## src/hdl/ffs_pkg.sv

```systemverilog
/*
 * ffs_pkg: shared constants and types of the flyback fault and startup
 * sequencer: timing figures and derived cycle counts, register offsets,
 * event bit positions, sequencer states and the comparator input bundle.
 * Assumes a single 100 MHz core clock.
 */
package ffs_pkg;

    // core clock
    localparam int CLK_PERIOD_NS = 10;

    // timing figures in their own units
    localparam int LINE_SAMPLE_WINDOW_NS = 100_000;      // 100 us
    localparam int SUPPLY_OV_DEBOUNCE_TIME_NS = 70_000;  // 70 us
    localparam int BROWNOUT_TIME_NS = 16_500_000;        // 16.5 ms
    localparam int MIN_BOUNDARY_FREQUENCY_HZ = 20_000;   // 20 kHz
    localparam int MIN_BOUNDARY_PERIOD_NS =
        1_000_000_000 / MIN_BOUNDARY_FREQUENCY_HZ;

    // counter widths
    localparam int CNT_W = 24;
    localparam int CYC_W = 4;

    // derived cycle counts: windows round down, least times round up
    localparam logic [CNT_W-1:0] LINE_SAMPLE_WINDOW_CYC =
        CNT_W'(LINE_SAMPLE_WINDOW_NS / CLK_PERIOD_NS);
    localparam logic [CNT_W-1:0] SUPPLY_OV_DEBOUNCE_CYC =
        CNT_W'((SUPPLY_OV_DEBOUNCE_TIME_NS + CLK_PERIOD_NS - 1)
               / CLK_PERIOD_NS);
    localparam logic [CNT_W-1:0] BROWNOUT_CYC =
        CNT_W'((BROWNOUT_TIME_NS + CLK_PERIOD_NS - 1) / CLK_PERIOD_NS);
    localparam logic [CNT_W-1:0] MIN_BOUNDARY_PERIOD_CYC =
        CNT_W'((MIN_BOUNDARY_PERIOD_NS + CLK_PERIOD_NS - 1)
               / CLK_PERIOD_NS);

    // switching cycle limits
    localparam logic [CYC_W-1:0] SENSE_OV_CYCLE_COUNT = 4'h2;
    localparam logic [CYC_W-1:0] SENSE_UV_CYCLE_COUNT = 4'h2;

    // register bus
    localparam int ADDR_W = 8;
    localparam int DATA_W = 32;
    localparam logic [ADDR_W-1:0] REG_EVENT_STATUS = 8'h00;
    localparam logic [ADDR_W-1:0] REG_EVENT_MASK = 8'h04;
    localparam logic [ADDR_W-1:0] REG_SEQ_STATE = 8'h08;
    localparam logic [ADDR_W-1:0] REG_CONTROL = 8'h0C;

    // event bit positions
    localparam int EV_W = 8;
    localparam int EV_BROWN_IN_FAIL = 0;
    localparam int EV_SUPPLY_OV = 1;
    localparam int EV_BROWNOUT = 2;
    localparam int EV_OVER_TEMP = 3;
    localparam int EV_SENSE_OV = 4;
    localparam int EV_SENSE_UV = 5;
    localparam int EV_FREQ_FLOOR = 6;
    localparam int EV_LATCH_RELEASE = 7;

    // control register field
    localparam int CTRL_SOFT_STOP = 0;

    // sequencer states, one-hot
    typedef enum logic [4:0] {
        ST_CHARGE = 5'h01,  // startup source on, waiting for turn-on level
        ST_SAMPLE = 5'h02,  // line sampling window
        ST_RUN = 5'h04,     // switching
        ST_STOP = 5'h08,    // protection: gate off, supply falling
        ST_LOWPWR = 5'h10   // reduced current, waiting re-enable level
    } ffs_state_t;

    // analog comparator flags, all asynchronous to the core clock
    typedef struct packed {
        logic supply_on;          // supply at or above turn-on level
        logic supply_off;         // supply below turn-off level
        logic startup_reenable;   // supply at startup_reenable_level
        logic latch_release;      // supply at latch_release_level
        logic brown_in_ok;        // sampled bulk voltage above reference
        logic supply_ov;          // supply_overvoltage_fault comparator
        logic line_low;           // line_sense_current below limit
        logic over_temp;          // junction over temperature
        logic sense_ov;           // sense_overvoltage_fault sample
        logic sense_uv;           // sense_undervoltage_fault sample
        logic zcd;                // secondary_zero_current_detect
        logic osc_done;           // minimum oscillator period elapsed
        logic gate_off_req;       // pulse width comparator ends on-time
    } ffs_cmp_t;

    // whole state of the sequencer
    typedef struct packed {
        ffs_cmp_t sync1;
        ffs_cmp_t sync2;
        ffs_state_t st;
        logic latched;
        logic gate;
        logic zcd_seen;
        logic floor_hit;
        logic [CNT_W-1:0] tmr;
        logic [CNT_W-1:0] ovp_cnt;
        logic [CNT_W-1:0] bo_cnt;
        logic [CYC_W-1:0] sov_cnt;
        logic [CYC_W-1:0] suv_cnt;
        logic [EV_W-1:0] status;
        logic [EV_W-1:0] mask;
        logic soft_stop;
        logic [DATA_W-1:0] rdata;
    } ffs_regs_t;

endpackage : ffs_pkg

```

## src/hdl/ffs_sequencer.sv

```systemverilog
/*
 * ffs_sequencer: fault and startup sequencer of a quasi-resonant flyback
 * controller. Gates each turn-on but the first on secondary zero-current detection,
 * samples the line for brown-in, debounces all faults but over temperature, and runs the
 * auto-restart and latch-off cycles. Holds a small register port with
 * sticky events, a mask and one interrupt.
 * Assumes comparator flags arrive asynchronously, a 100 MHz clock and an
 * asynchronous reset that stands for supply collapse.
 */
// What this block does
// - turn on only after secondary zero current, first pulse excepted
// - flag off-time reaching 20 kHz floor period, no forced turn-on
// - sample line 100 us at supply turn-on
// - failed brown-in enters auto-restart, no switching
// - startup source off once switching starts
// - supply faults auto-restart, sense/temperature latch off
// - fault stops gate; low power below off
// - auto-restart clears protection, recharges at re-enable
// - auto-restart resumes at turn-on, repeats while faulty
// - latch-off recharges but never resumes switching
// - latch clears only at latch release level
// - supply over-voltage needs 70 us continuous assertion
// - brownout after line current low 16.5 ms
// - line current checked only while gate conducts
// - over temperature stops gate, latches off
// - sense over-voltage beyond two cycles latches off
// - zero current from comparator on plateau drop
`timescale 1ns/1ps

module ffs_sequencer #(
    parameter logic [ffs_pkg::CNT_W-1:0] SAMPLE_WINDOW_CYCLES =
        ffs_pkg::LINE_SAMPLE_WINDOW_CYC,
    parameter logic [ffs_pkg::CNT_W-1:0] SUPPLY_OV_CYCLES =
        ffs_pkg::SUPPLY_OV_DEBOUNCE_CYC,
    parameter logic [ffs_pkg::CNT_W-1:0] BROWNOUT_CYCLES =
        ffs_pkg::BROWNOUT_CYC,
    parameter logic [ffs_pkg::CNT_W-1:0] FLOOR_PERIOD_CYCLES =
        ffs_pkg::MIN_BOUNDARY_PERIOD_CYC,
    parameter logic [ffs_pkg::CYC_W-1:0] SENSE_OV_CYCLES =
        ffs_pkg::SENSE_OV_CYCLE_COUNT,
    parameter logic [ffs_pkg::CYC_W-1:0] SENSE_UV_CYCLES =
        ffs_pkg::SENSE_UV_CYCLE_COUNT
) (
    input wire logic clk_i,                          // core clock
    input wire logic rst_i,                          // supply collapse
    input wire ffs_pkg::ffs_cmp_t cmp_i,             // comparator flags
    input wire logic [ffs_pkg::ADDR_W-1:0] addr_i,   // register address
    input wire logic [ffs_pkg::DATA_W-1:0] wdata_i,  // write data
    input wire logic we_i,                           // write strobe
    input wire logic re_i,                           // read strobe
    output logic [ffs_pkg::DATA_W-1:0] rdata_o,      // read data
    output logic irq_o,                              // interrupt level
    output logic gate_o,                             // gate enable
    output logic hv_startup_en_o,                    // startup source on
    output logic sample_en_o,                        // line sampling on
    output logic low_power_o,                        // reduced current
    output logic latched_o                           // latch-off held
);
    import ffs_pkg::*;

    ffs_regs_t r;
    ffs_regs_t n;
    ffs_cmp_t s;
    logic [EV_W-1:0] ev;
    logic turn_off;
    logic fault_auto;
    logic fault_latch;
    logic status_rd;

    // synchronised comparator view, from the second flop only
    assign s = r.sync2;

    // status is cleared by a read of its own register
    assign status_rd = re_i && (addr_i == REG_EVENT_STATUS);

    // next-state logic of the whole sequencer
    always_comb begin
        n = r;
        ev = '0;
        turn_off = 1'b0;
        fault_auto = 1'b0;
        fault_latch = 1'b0;

        // two flops on every comparator flag
        n.sync1 = cmp_i;
        n.sync2 = r.sync1;

        case (r.st)
            // startup source charges the supply capacitor
            ST_CHARGE: begin
                if (s.supply_on) begin
                    n.tmr = '0;
                    if (r.latched) begin
                        n.st = ST_STOP;
                    end else begin
                        n.st = ST_SAMPLE;
                    end
                end
            end

            // line sampling window decides whether switching may start
            ST_SAMPLE: begin
                if (s.brown_in_ok) begin
                    n.st = ST_RUN;
                    n.zcd_seen = 1'b1;    // first pulse needs no detection
                    n.gate = 1'b0;
                    n.tmr = '0;
                    n.floor_hit = 1'b0;
                    n.ovp_cnt = '0;
                    n.bo_cnt = '0;
                    n.sov_cnt = '0;
                    n.suv_cnt = '0;
                end else if (r.tmr >= SAMPLE_WINDOW_CYCLES - 1'b1) begin
                    ev[EV_BROWN_IN_FAIL] = 1'b1;
                    n.st = ST_STOP;
                    n.latched = 1'b0;
                end else begin
                    n.tmr = r.tmr + 1'b1;
                end
            end

            // switching with zero-current gated turn-on
            ST_RUN: begin
                if (r.gate) begin
                    if (s.gate_off_req) begin
                        n.gate = 1'b0;
                        turn_off = 1'b1;
                        n.zcd_seen = 1'b0;
                        n.tmr = '0;
                        n.floor_hit = 1'b0;
                    end
                end else begin
                    if (s.zcd) begin
                        n.zcd_seen = 1'b1;
                    end
                    if (r.tmr != {CNT_W{1'b1}}) begin
                        n.tmr = r.tmr + 1'b1;
                    end
                    // note the off-time stretching to the frequency floor
                    if (r.tmr == FLOOR_PERIOD_CYCLES - 1'b1
                        && !r.floor_hit) begin
                        ev[EV_FREQ_FLOOR] = 1'b1;
                        n.floor_hit = 1'b1;
                    end
                    // oscillator done alone is not enough
                    if ((r.zcd_seen || s.zcd) && s.osc_done
                        && !r.soft_stop) begin
                        n.gate = 1'b1;
                    end
                end

                // supply over-voltage debounce, continuous assertion
                if (s.supply_ov) begin
                    if (r.ovp_cnt >= SUPPLY_OV_CYCLES - 1'b1) begin
                        fault_auto = 1'b1;
                        ev[EV_SUPPLY_OV] = 1'b1;
                    end else begin
                        n.ovp_cnt = r.ovp_cnt + 1'b1;
                    end
                end else begin
                    n.ovp_cnt = '0;
                end

                // brownout timer runs only during on-time
                if (r.gate) begin
                    if (s.line_low) begin
                        if (r.bo_cnt >= BROWNOUT_CYCLES) begin
                            fault_auto = 1'b1;
                            ev[EV_BROWNOUT] = 1'b1;
                        end else begin
                            n.bo_cnt = r.bo_cnt + 1'b1;
                        end
                    end else begin
                        n.bo_cnt = '0;
                    end
                end

                // junction temperature, no debounce
                if (s.over_temp) begin
                    fault_latch = 1'b1;
                    ev[EV_OVER_TEMP] = 1'b1;
                end

                // sense pin samples counted per switching cycle
                if (turn_off) begin
                    if (s.sense_ov) begin
                        if (r.sov_cnt >= SENSE_OV_CYCLES) begin
                            fault_latch = 1'b1;
                            ev[EV_SENSE_OV] = 1'b1;
                        end else begin
                            n.sov_cnt = r.sov_cnt + 1'b1;
                        end
                    end else begin
                        n.sov_cnt = '0;
                    end
                    if (s.sense_uv) begin
                        if (r.suv_cnt >= SENSE_UV_CYCLES) begin
                            fault_latch = 1'b1;
                            ev[EV_SENSE_UV] = 1'b1;
                        end else begin
                            n.suv_cnt = r.suv_cnt + 1'b1;
                        end
                    end else begin
                        n.suv_cnt = '0;
                    end
                end

                // any protection stops switching at once
                if (fault_auto || fault_latch) begin
                    n.gate = 1'b0;
                    n.st = ST_STOP;
                    n.latched = fault_latch;
                    n.ovp_cnt = '0;
                    n.bo_cnt = '0;
                    n.sov_cnt = '0;
                    n.suv_cnt = '0;
                end
            end

            // gate held off while the supply decays
            ST_STOP: begin
                n.gate = 1'b0;
                if (s.supply_off) begin
                    n.st = ST_LOWPWR;
                end
            end

            // reduced current until the startup re-enable level
            ST_LOWPWR: begin
                if (s.startup_reenable) begin
                    n.st = ST_CHARGE;
                end
            end

            default: begin
                n.st = ST_CHARGE;
                n.gate = 1'b0;
            end
        endcase

        // only a deep supply collapse frees a latch-off
        if (r.latched && s.latch_release) begin
            n.latched = 1'b0;
            n.st = ST_CHARGE;
            n.gate = 1'b0;
            ev[EV_LATCH_RELEASE] = 1'b1;
        end

        // register writes
        if (we_i) begin
            case (addr_i)
                REG_EVENT_MASK: n.mask = wdata_i[EV_W-1:0];
                REG_CONTROL: n.soft_stop = wdata_i[CTRL_SOFT_STOP];
                default: ;
            endcase
        end

        // sticky events, a new event wins over the read clear
        n.status = (r.status & ~{EV_W{status_rd}}) | ev;

        // read data stands only in the cycle after the strobe
        n.rdata = '0;
        if (re_i) begin
            case (addr_i)
                REG_EVENT_STATUS: n.rdata = DATA_W'(r.status);
                REG_EVENT_MASK: n.rdata = DATA_W'(r.mask);
                REG_SEQ_STATE: n.rdata = DATA_W'({r.zcd_seen, r.gate,
                                                  r.latched, r.st});
                REG_CONTROL: n.rdata = DATA_W'(r.soft_stop);
                default: n.rdata = '0;
            endcase
        end
    end

    // state register, constant values under reset
    always_ff @(posedge clk_i or posedge rst_i) begin
        if (rst_i) begin
            r <= '0;
            r.st <= ST_CHARGE;
        end else begin
            r <= n;
        end
    end

    // outputs decoded from the state register
    assign rdata_o = r.rdata;
    assign irq_o = |(r.status & r.mask);
    assign gate_o = r.gate;
    assign hv_startup_en_o = (r.st == ST_CHARGE)
        || (r.st == ST_SAMPLE);
    assign sample_en_o = (r.st == ST_SAMPLE);
    assign low_power_o = (r.st == ST_LOWPWR);
    assign latched_o = r.latched;

endmodule : ffs_sequencer

```

## config.mk

```make
export PLATFORM = sky130hd
export DESIGN_NAME = ffs_sequencer
export DESIGN_NICKNAME = d
export VERILOG_FILES = /design/src/hdl/ffs_pkg.sv /design/src/hdl/ffs_sequencer.sv
export SDC_FILE = /design/constraint.sdc
export NUM_CORES = 1
export LEC_CHECK = 0
export ABC_AREA = 1
export ABC_CLOCK_PERIOD_IN_PS = 5000
export CAP_MARGIN = 20
export CORE_UTILIZATION = 56
export DETAILED_ROUTE_END_ITERATION = 7
export DONT_BUFFER_PORTS = 1
export GPL_TIMING_DRIVEN = 0
export PLACE_DENSITY = 0.83
export SETUP_SLACK_MARGIN = 0.1
export SYNTH_ARGS = -nofsm -noshare
export SYNTH_HDL_FRONTEND = slang
export SYNTH_SLANG_ARGS = --single-unit
```

## constraint.sdc

```tcl
create_clock -name clk_i -period 5 [get_ports clk_i]
set_input_delay 1 -clock clk_i [delete_from_list [all_inputs] [get_ports clk_i]]
set_output_delay 1 -clock clk_i [all_outputs]
set_load 0.01 [all_outputs]
```

======== After elaboration in Yosys (flattened, before gate mapping) ========
Index checks and enable logic that the tools add are counted.
storage, ports and cells
  flip-flop bits (word level) ............. 164
  bits in latches ......................... 0
  RAM bits ................................ 0
  bits in read-only memories .............. 0
  input bits .............................. 57
  output and inout bits ................... 38
  logic and storage cells ................. 184
  memories kept ........................... 0
operators by class
  add/sub/neg operators ................... 5
  $mul .................................... 0
  div/mod/pow operators ................... 0
  order comparisons ....................... 5
  eq/ne operators ......................... 32
  shift operators ......................... 0
  multiplexer cells ....................... 70
  bitwise logic cells ..................... 4
  reduce and logical (&&, ||, !) cells .... 28
operators by type and width
  operator               count
  $mux 24                9
  $mux 56                2
  $pmux 56 s2            1
  $add 24x1->24 const B  3
  $pmux 24 s3            1
  $mux 27                2
  $mux 1                 33
  $pmux 8 s4             1
  $ne 3x3->1 const B     9
  $pmux 5 s5             1
  $eq 24x13->1 const B   1
  $ge 24x13->1 const B   1
  $ge 24x14->1 const B   1
  $ge 24x21->1 const B   1
  $ne 24x24->1 const B   1
  $reduce_and 4->1       6
  $mux 4                 5
  $mux 5                 4
  $and 8x8->8            2
  $eq 8x4->1 const B     2
  $mux 8                 2
  $ne 4x4->1 const B     4
  $mux 7                 2
  $mux 6                 2
  other kinds (31)       48

======== Logic depth before layout (Yosys ltp) ========
  depth in word-level cells ............... 11
  mapped depth ............................ 14
  mapped depth without buffers ............ 13

======== Least setup slack after synthesis ========
No wires, ideal clock.
  kind .................................... input-to-reg
  start point ............................. in addr_i[1] in the netlist's numbering
  end point ............................... reg r[47] in the netlist's numbering
  arrival ................................. 2.113 ns
  required time ........................... 4.860 ns
  path slack .............................. 2.747 ns
  stages on the path ...................... 6
  buffers on the path ..................... 0
  path through ............................ nor2_1 > inv_1 > nor4_1 > inv_1 > nor2_1 > o32ai_1
RTL lines
  item                  line                  RTL
  from (decl)           ffs_sequencer.sv:47   input wire logic [ffs_pkg::ADDR_W-1:0] addr_i,
  to (signal assigned)  ffs_sequencer.sv:281  r <= n;
  to (decl)             ffs_sequencer.sv:61   ffs_regs_t r;

======== Worst setup path in the final report ========
  start point ............................. reg r[135] in the netlist's numbering
  end point ............................... out hv_startup_en_o
on the way
  cells in the longest elaborated chain, start to end .. 2
  elaborated cells on any way between the ends .. 3
ends and longest elaborated chain
  item                                             line                                        RTL
  $eq 5x1->1 / $eq 5x2->1 (equally long branches)  ffs_sequencer.sv:289, ffs_sequencer.sv:290
  $logic_or 1x1->1 (*)                             ffs_sequencer.sv:290                        || (r.st == ST_SAMPLE);
  to (decl)                                        ffs_sequencer.sv:54                         output logic hv_startup_en_o,
Mark *: on every way between the ends. The rest lies on a longest branch, timed or not.

==> flow_summary_export.csv <==
group,metric,value,unit
outcome,status,"completed",
timing,hold_violations,0,
power_and_ir_drop,power_density,357,mW/mm2
detailed_routing,routed_wl,18600,um
cts,cts_buffers,17,
global_route,first_global_vias,6375,
place,portBuffers,0,
yosys,avgSynthCellArea,7.65,um2
setup_path,crit_path_start_kind,"flop",
cts,holdBufCountCts,0,
cts,postCtsResizedCells,0,
power_and_ir_drop,power.total,3.13,mW
floorplan,io_pins,95,
setup_path,endpoint_kind,"primary output",
global_route,grt.overflow.total,0,
finish,num-nets-final,1137,
yosys,ys_seq_area_share,44.5,%
floorplan,core,0.0135,mm2
finish,fin_util,65.2,%
place,place_congestion,0.990,
timing,period_needed,2.45,ns
cts,max-clock-path-buffers,2,
floorplan,die_h,121,um
cts,tritoncts,"yes",
detailed_routing,vias_per_cell,5.42,
timing,period_share,49.1,%
cts,cts_root_buf,"clkbuf_16",
yosys,synth_top_area_cell,"dfrtp_1",
setup_path,crit_type,"reg2out",
setup_path,worst_path_max_delay_cell,"dfrtp_1",
yosys,synth_area,0.00787,mm2
power_and_ir_drop,leakage,4.32,nW
timing,worst_pin_slew,0.648,ns
place,dp.final_hpwl,13800,um
floorplan,dieArea,0.0145,mm2
cts,postCtsSetupRepairBufs,0,
timing,grt_setup_unrepaired,"no",
global_route,antenna_found_initial,0,
timing,finClkSkew,0.00807,ns
finish,n_antenna_cell,0,
finish,finalNonFillerCells,1261,
place,placed_area,0.00821,mm2
yosys,ys_warn_count,0,
setup_path,critPathMaxStageDelay,0.46,ns
setup_path,crit_path_cell_trace,"nor2_4, nand4_4, nand2_1",
cts,htree_levels,4,
finish,final_cell_mix,"nand2_1, dfrtp_1, nor2_1",
yosys,synth-edff-count,0,
finish,syn_to_final_growth,11.5,%
floorplan,die_x,121,um
global_route,grtUsageTotal,27.8,%
detailed_routing,ant_nets,0,
yosys,synth_top_area_share,44.2,%
setup_path,crit_required,4.00,ns
cts,insertion_delay,0.43,ns
yosys,synth_seq_cells,140,
timing,setup_viol,0,
yosys,synthArstFlopShare,100,%
detailed_routing,dr_total_vias,6829,
hold_path,min_path_type,"reg2reg",
timing,maxSlewViolCount,0,
setup_path,critPathArrivalTime,1.45,ns
yosys,yosysUniqueCellTypes,52,
global_route,grt_max_degree,82,
finish,drive_gt1_share,11.9,%
global_route,grt_pass1_wl,30900,um
cts,clk_transition_reported_paths,0.06,ns
setup_path,cp_max_fo,7,
detailed_routing,drtPass1Iterations,5,
place,dp_cells,1229,
finish,n_fill_cell,1141,
timing,relSlewSlack,56.4,%
detailed_routing,drc,0,
detailed_routing,wl_per_cell,14.8,um
detailed_routing,drtIter0Drc,592,
yosys,synth.area.top_cells,"dfrtp_1, nand2_1, nor2_1",
floorplan,rows,42,
finish,finish.instance_area,0.00877,mm2
timing,clock.fmax,0.407,GHz
floorplan,start_util,58.5,%
yosys,syn_inst,1029,
yosys,synth_ff_type,"dfrtp_1",
power_and_ir_drop,vdd_ir_drop_max,0.267,mV
cts,clock_sinks,140,
finish,final_common_cell,"nand2_1",
flow_run,maxCapViolations,0,
cell families (layout without fill, tap and decap cells):
| logic type | after synthesis | count (layout) | share of synthesized area (%) |
|---|---|---|---|
| simple gates | 577 | 577 | 32.9 |
| buf+inv | 191 | 224 | 11.4 |
| flops | 140 | 140 | 44.5 |
| compound gates | 77 | 77 | 5.80 |
| xor+xnor | 32 | 32 | 3.56 |
| fa+ha+maj | 8 | 8 | 1.27 |
| mux | 3 | 3 | 0.429 |
| other cells | 1 | 24 | 0.0477 |
final timing paths:
path	endpoint	startpoint	slack, ns	cells past startpoint
max	hv_startup_en_o	r[135]$_DFFE_PP0P_	2.55	3
min	r[150]$_DFF_PP0_	n[150]$_DFF_PP0_	0.35	0
max reg2reg	r[111]$_DFFE_PP0P_	r[105]$_DFFE_PP0P_	2.65	10
min reg2reg	r[150]$_DFF_PP0_	n[150]$_DFF_PP0_	0.35	0
max in group asynchronous	r[52]$_DFFE_PP0P_	rst_i	3.76	2
min in group asynchronous	r[108]$_DFFE_PP0P_	rst_i	0.47	1
critical path, delay by kind of cell (launching register included):
family	cells	cell delay (ns)
AND/OR/NAND/NOR	3	0.57
flip-flops	1	0.46
per-layer routing:
| metal | GRT usage, % | vias up | part of all wire [%] |
|---|---|---|---|
| li1 | - | 3333 | - |
| met1 | 37.6 | 3165 | 45 |
| met2 | 43.5 | 309 | 45 |
| met3 | 7.69 | 22 | 8.8 |
| met4 | 8.72 | 0 | 1.5 |
| met5 | 0 | - | 0 |
through the flow:
| stage | TNS [ns] | hold slack [ns] | setup slack (ns) |
|---|---|---|---|
| global route | 0 | 0.351 | 2.43 |
| floorplan | 0 | 0.331 | 0.249 |
| finish | 0 | 0.347 | 2.55 |
| detailed placement | 0 | 0.335 | 2.34 |
| CTS | 0 | 0.351 | 2.54 |
| global placement | -140.19 | 0.332 | -1.02 |
area by class of cell:
class / instances / area [um2] / area share (%)
flip-flops and latches: 140 / 3500 / 39.9
well taps: 176 / 220 / 2.51
clock buffers: 20 / 467 / 5.32
repair buffers: 1 / 27.5 / 0.314
multi-input cells: 721 / 3550 / 40.5
inverters: 132 / 503 / 5.73
clock inverters: 12 / 100 / 1.14
plain buffers: 59 / 399 / 4.55
registers in the layout (all words and copies together) (netlist names):
register / count
latched_o: 1
n: 13
rdata_o: 8
gate_o: 1
r: 117
synth_stat cells, types with 9 or more instances:
library cell  count
a21oi_1          14
buf_4            39
clkbuf_1          9
dfrtp_1         139
inv_1           119
inv_2            10
nand2_1         265
nand3_1          79
nand4_1          28
nor2_1          128
nor3_1           37
nor4_1            9
o21ai_0          31
xor2_1           24
power breakdown:
part / total, mW / switching (mW) / internal, mW
combinational: 0.702 / 0.489 / 0.213
clock: 1.20 / 0.512 / 0.685
sequential: 1.23 / 0.0453 / 1.18
No activity file was read; power rests on OpenSTA's default activity.
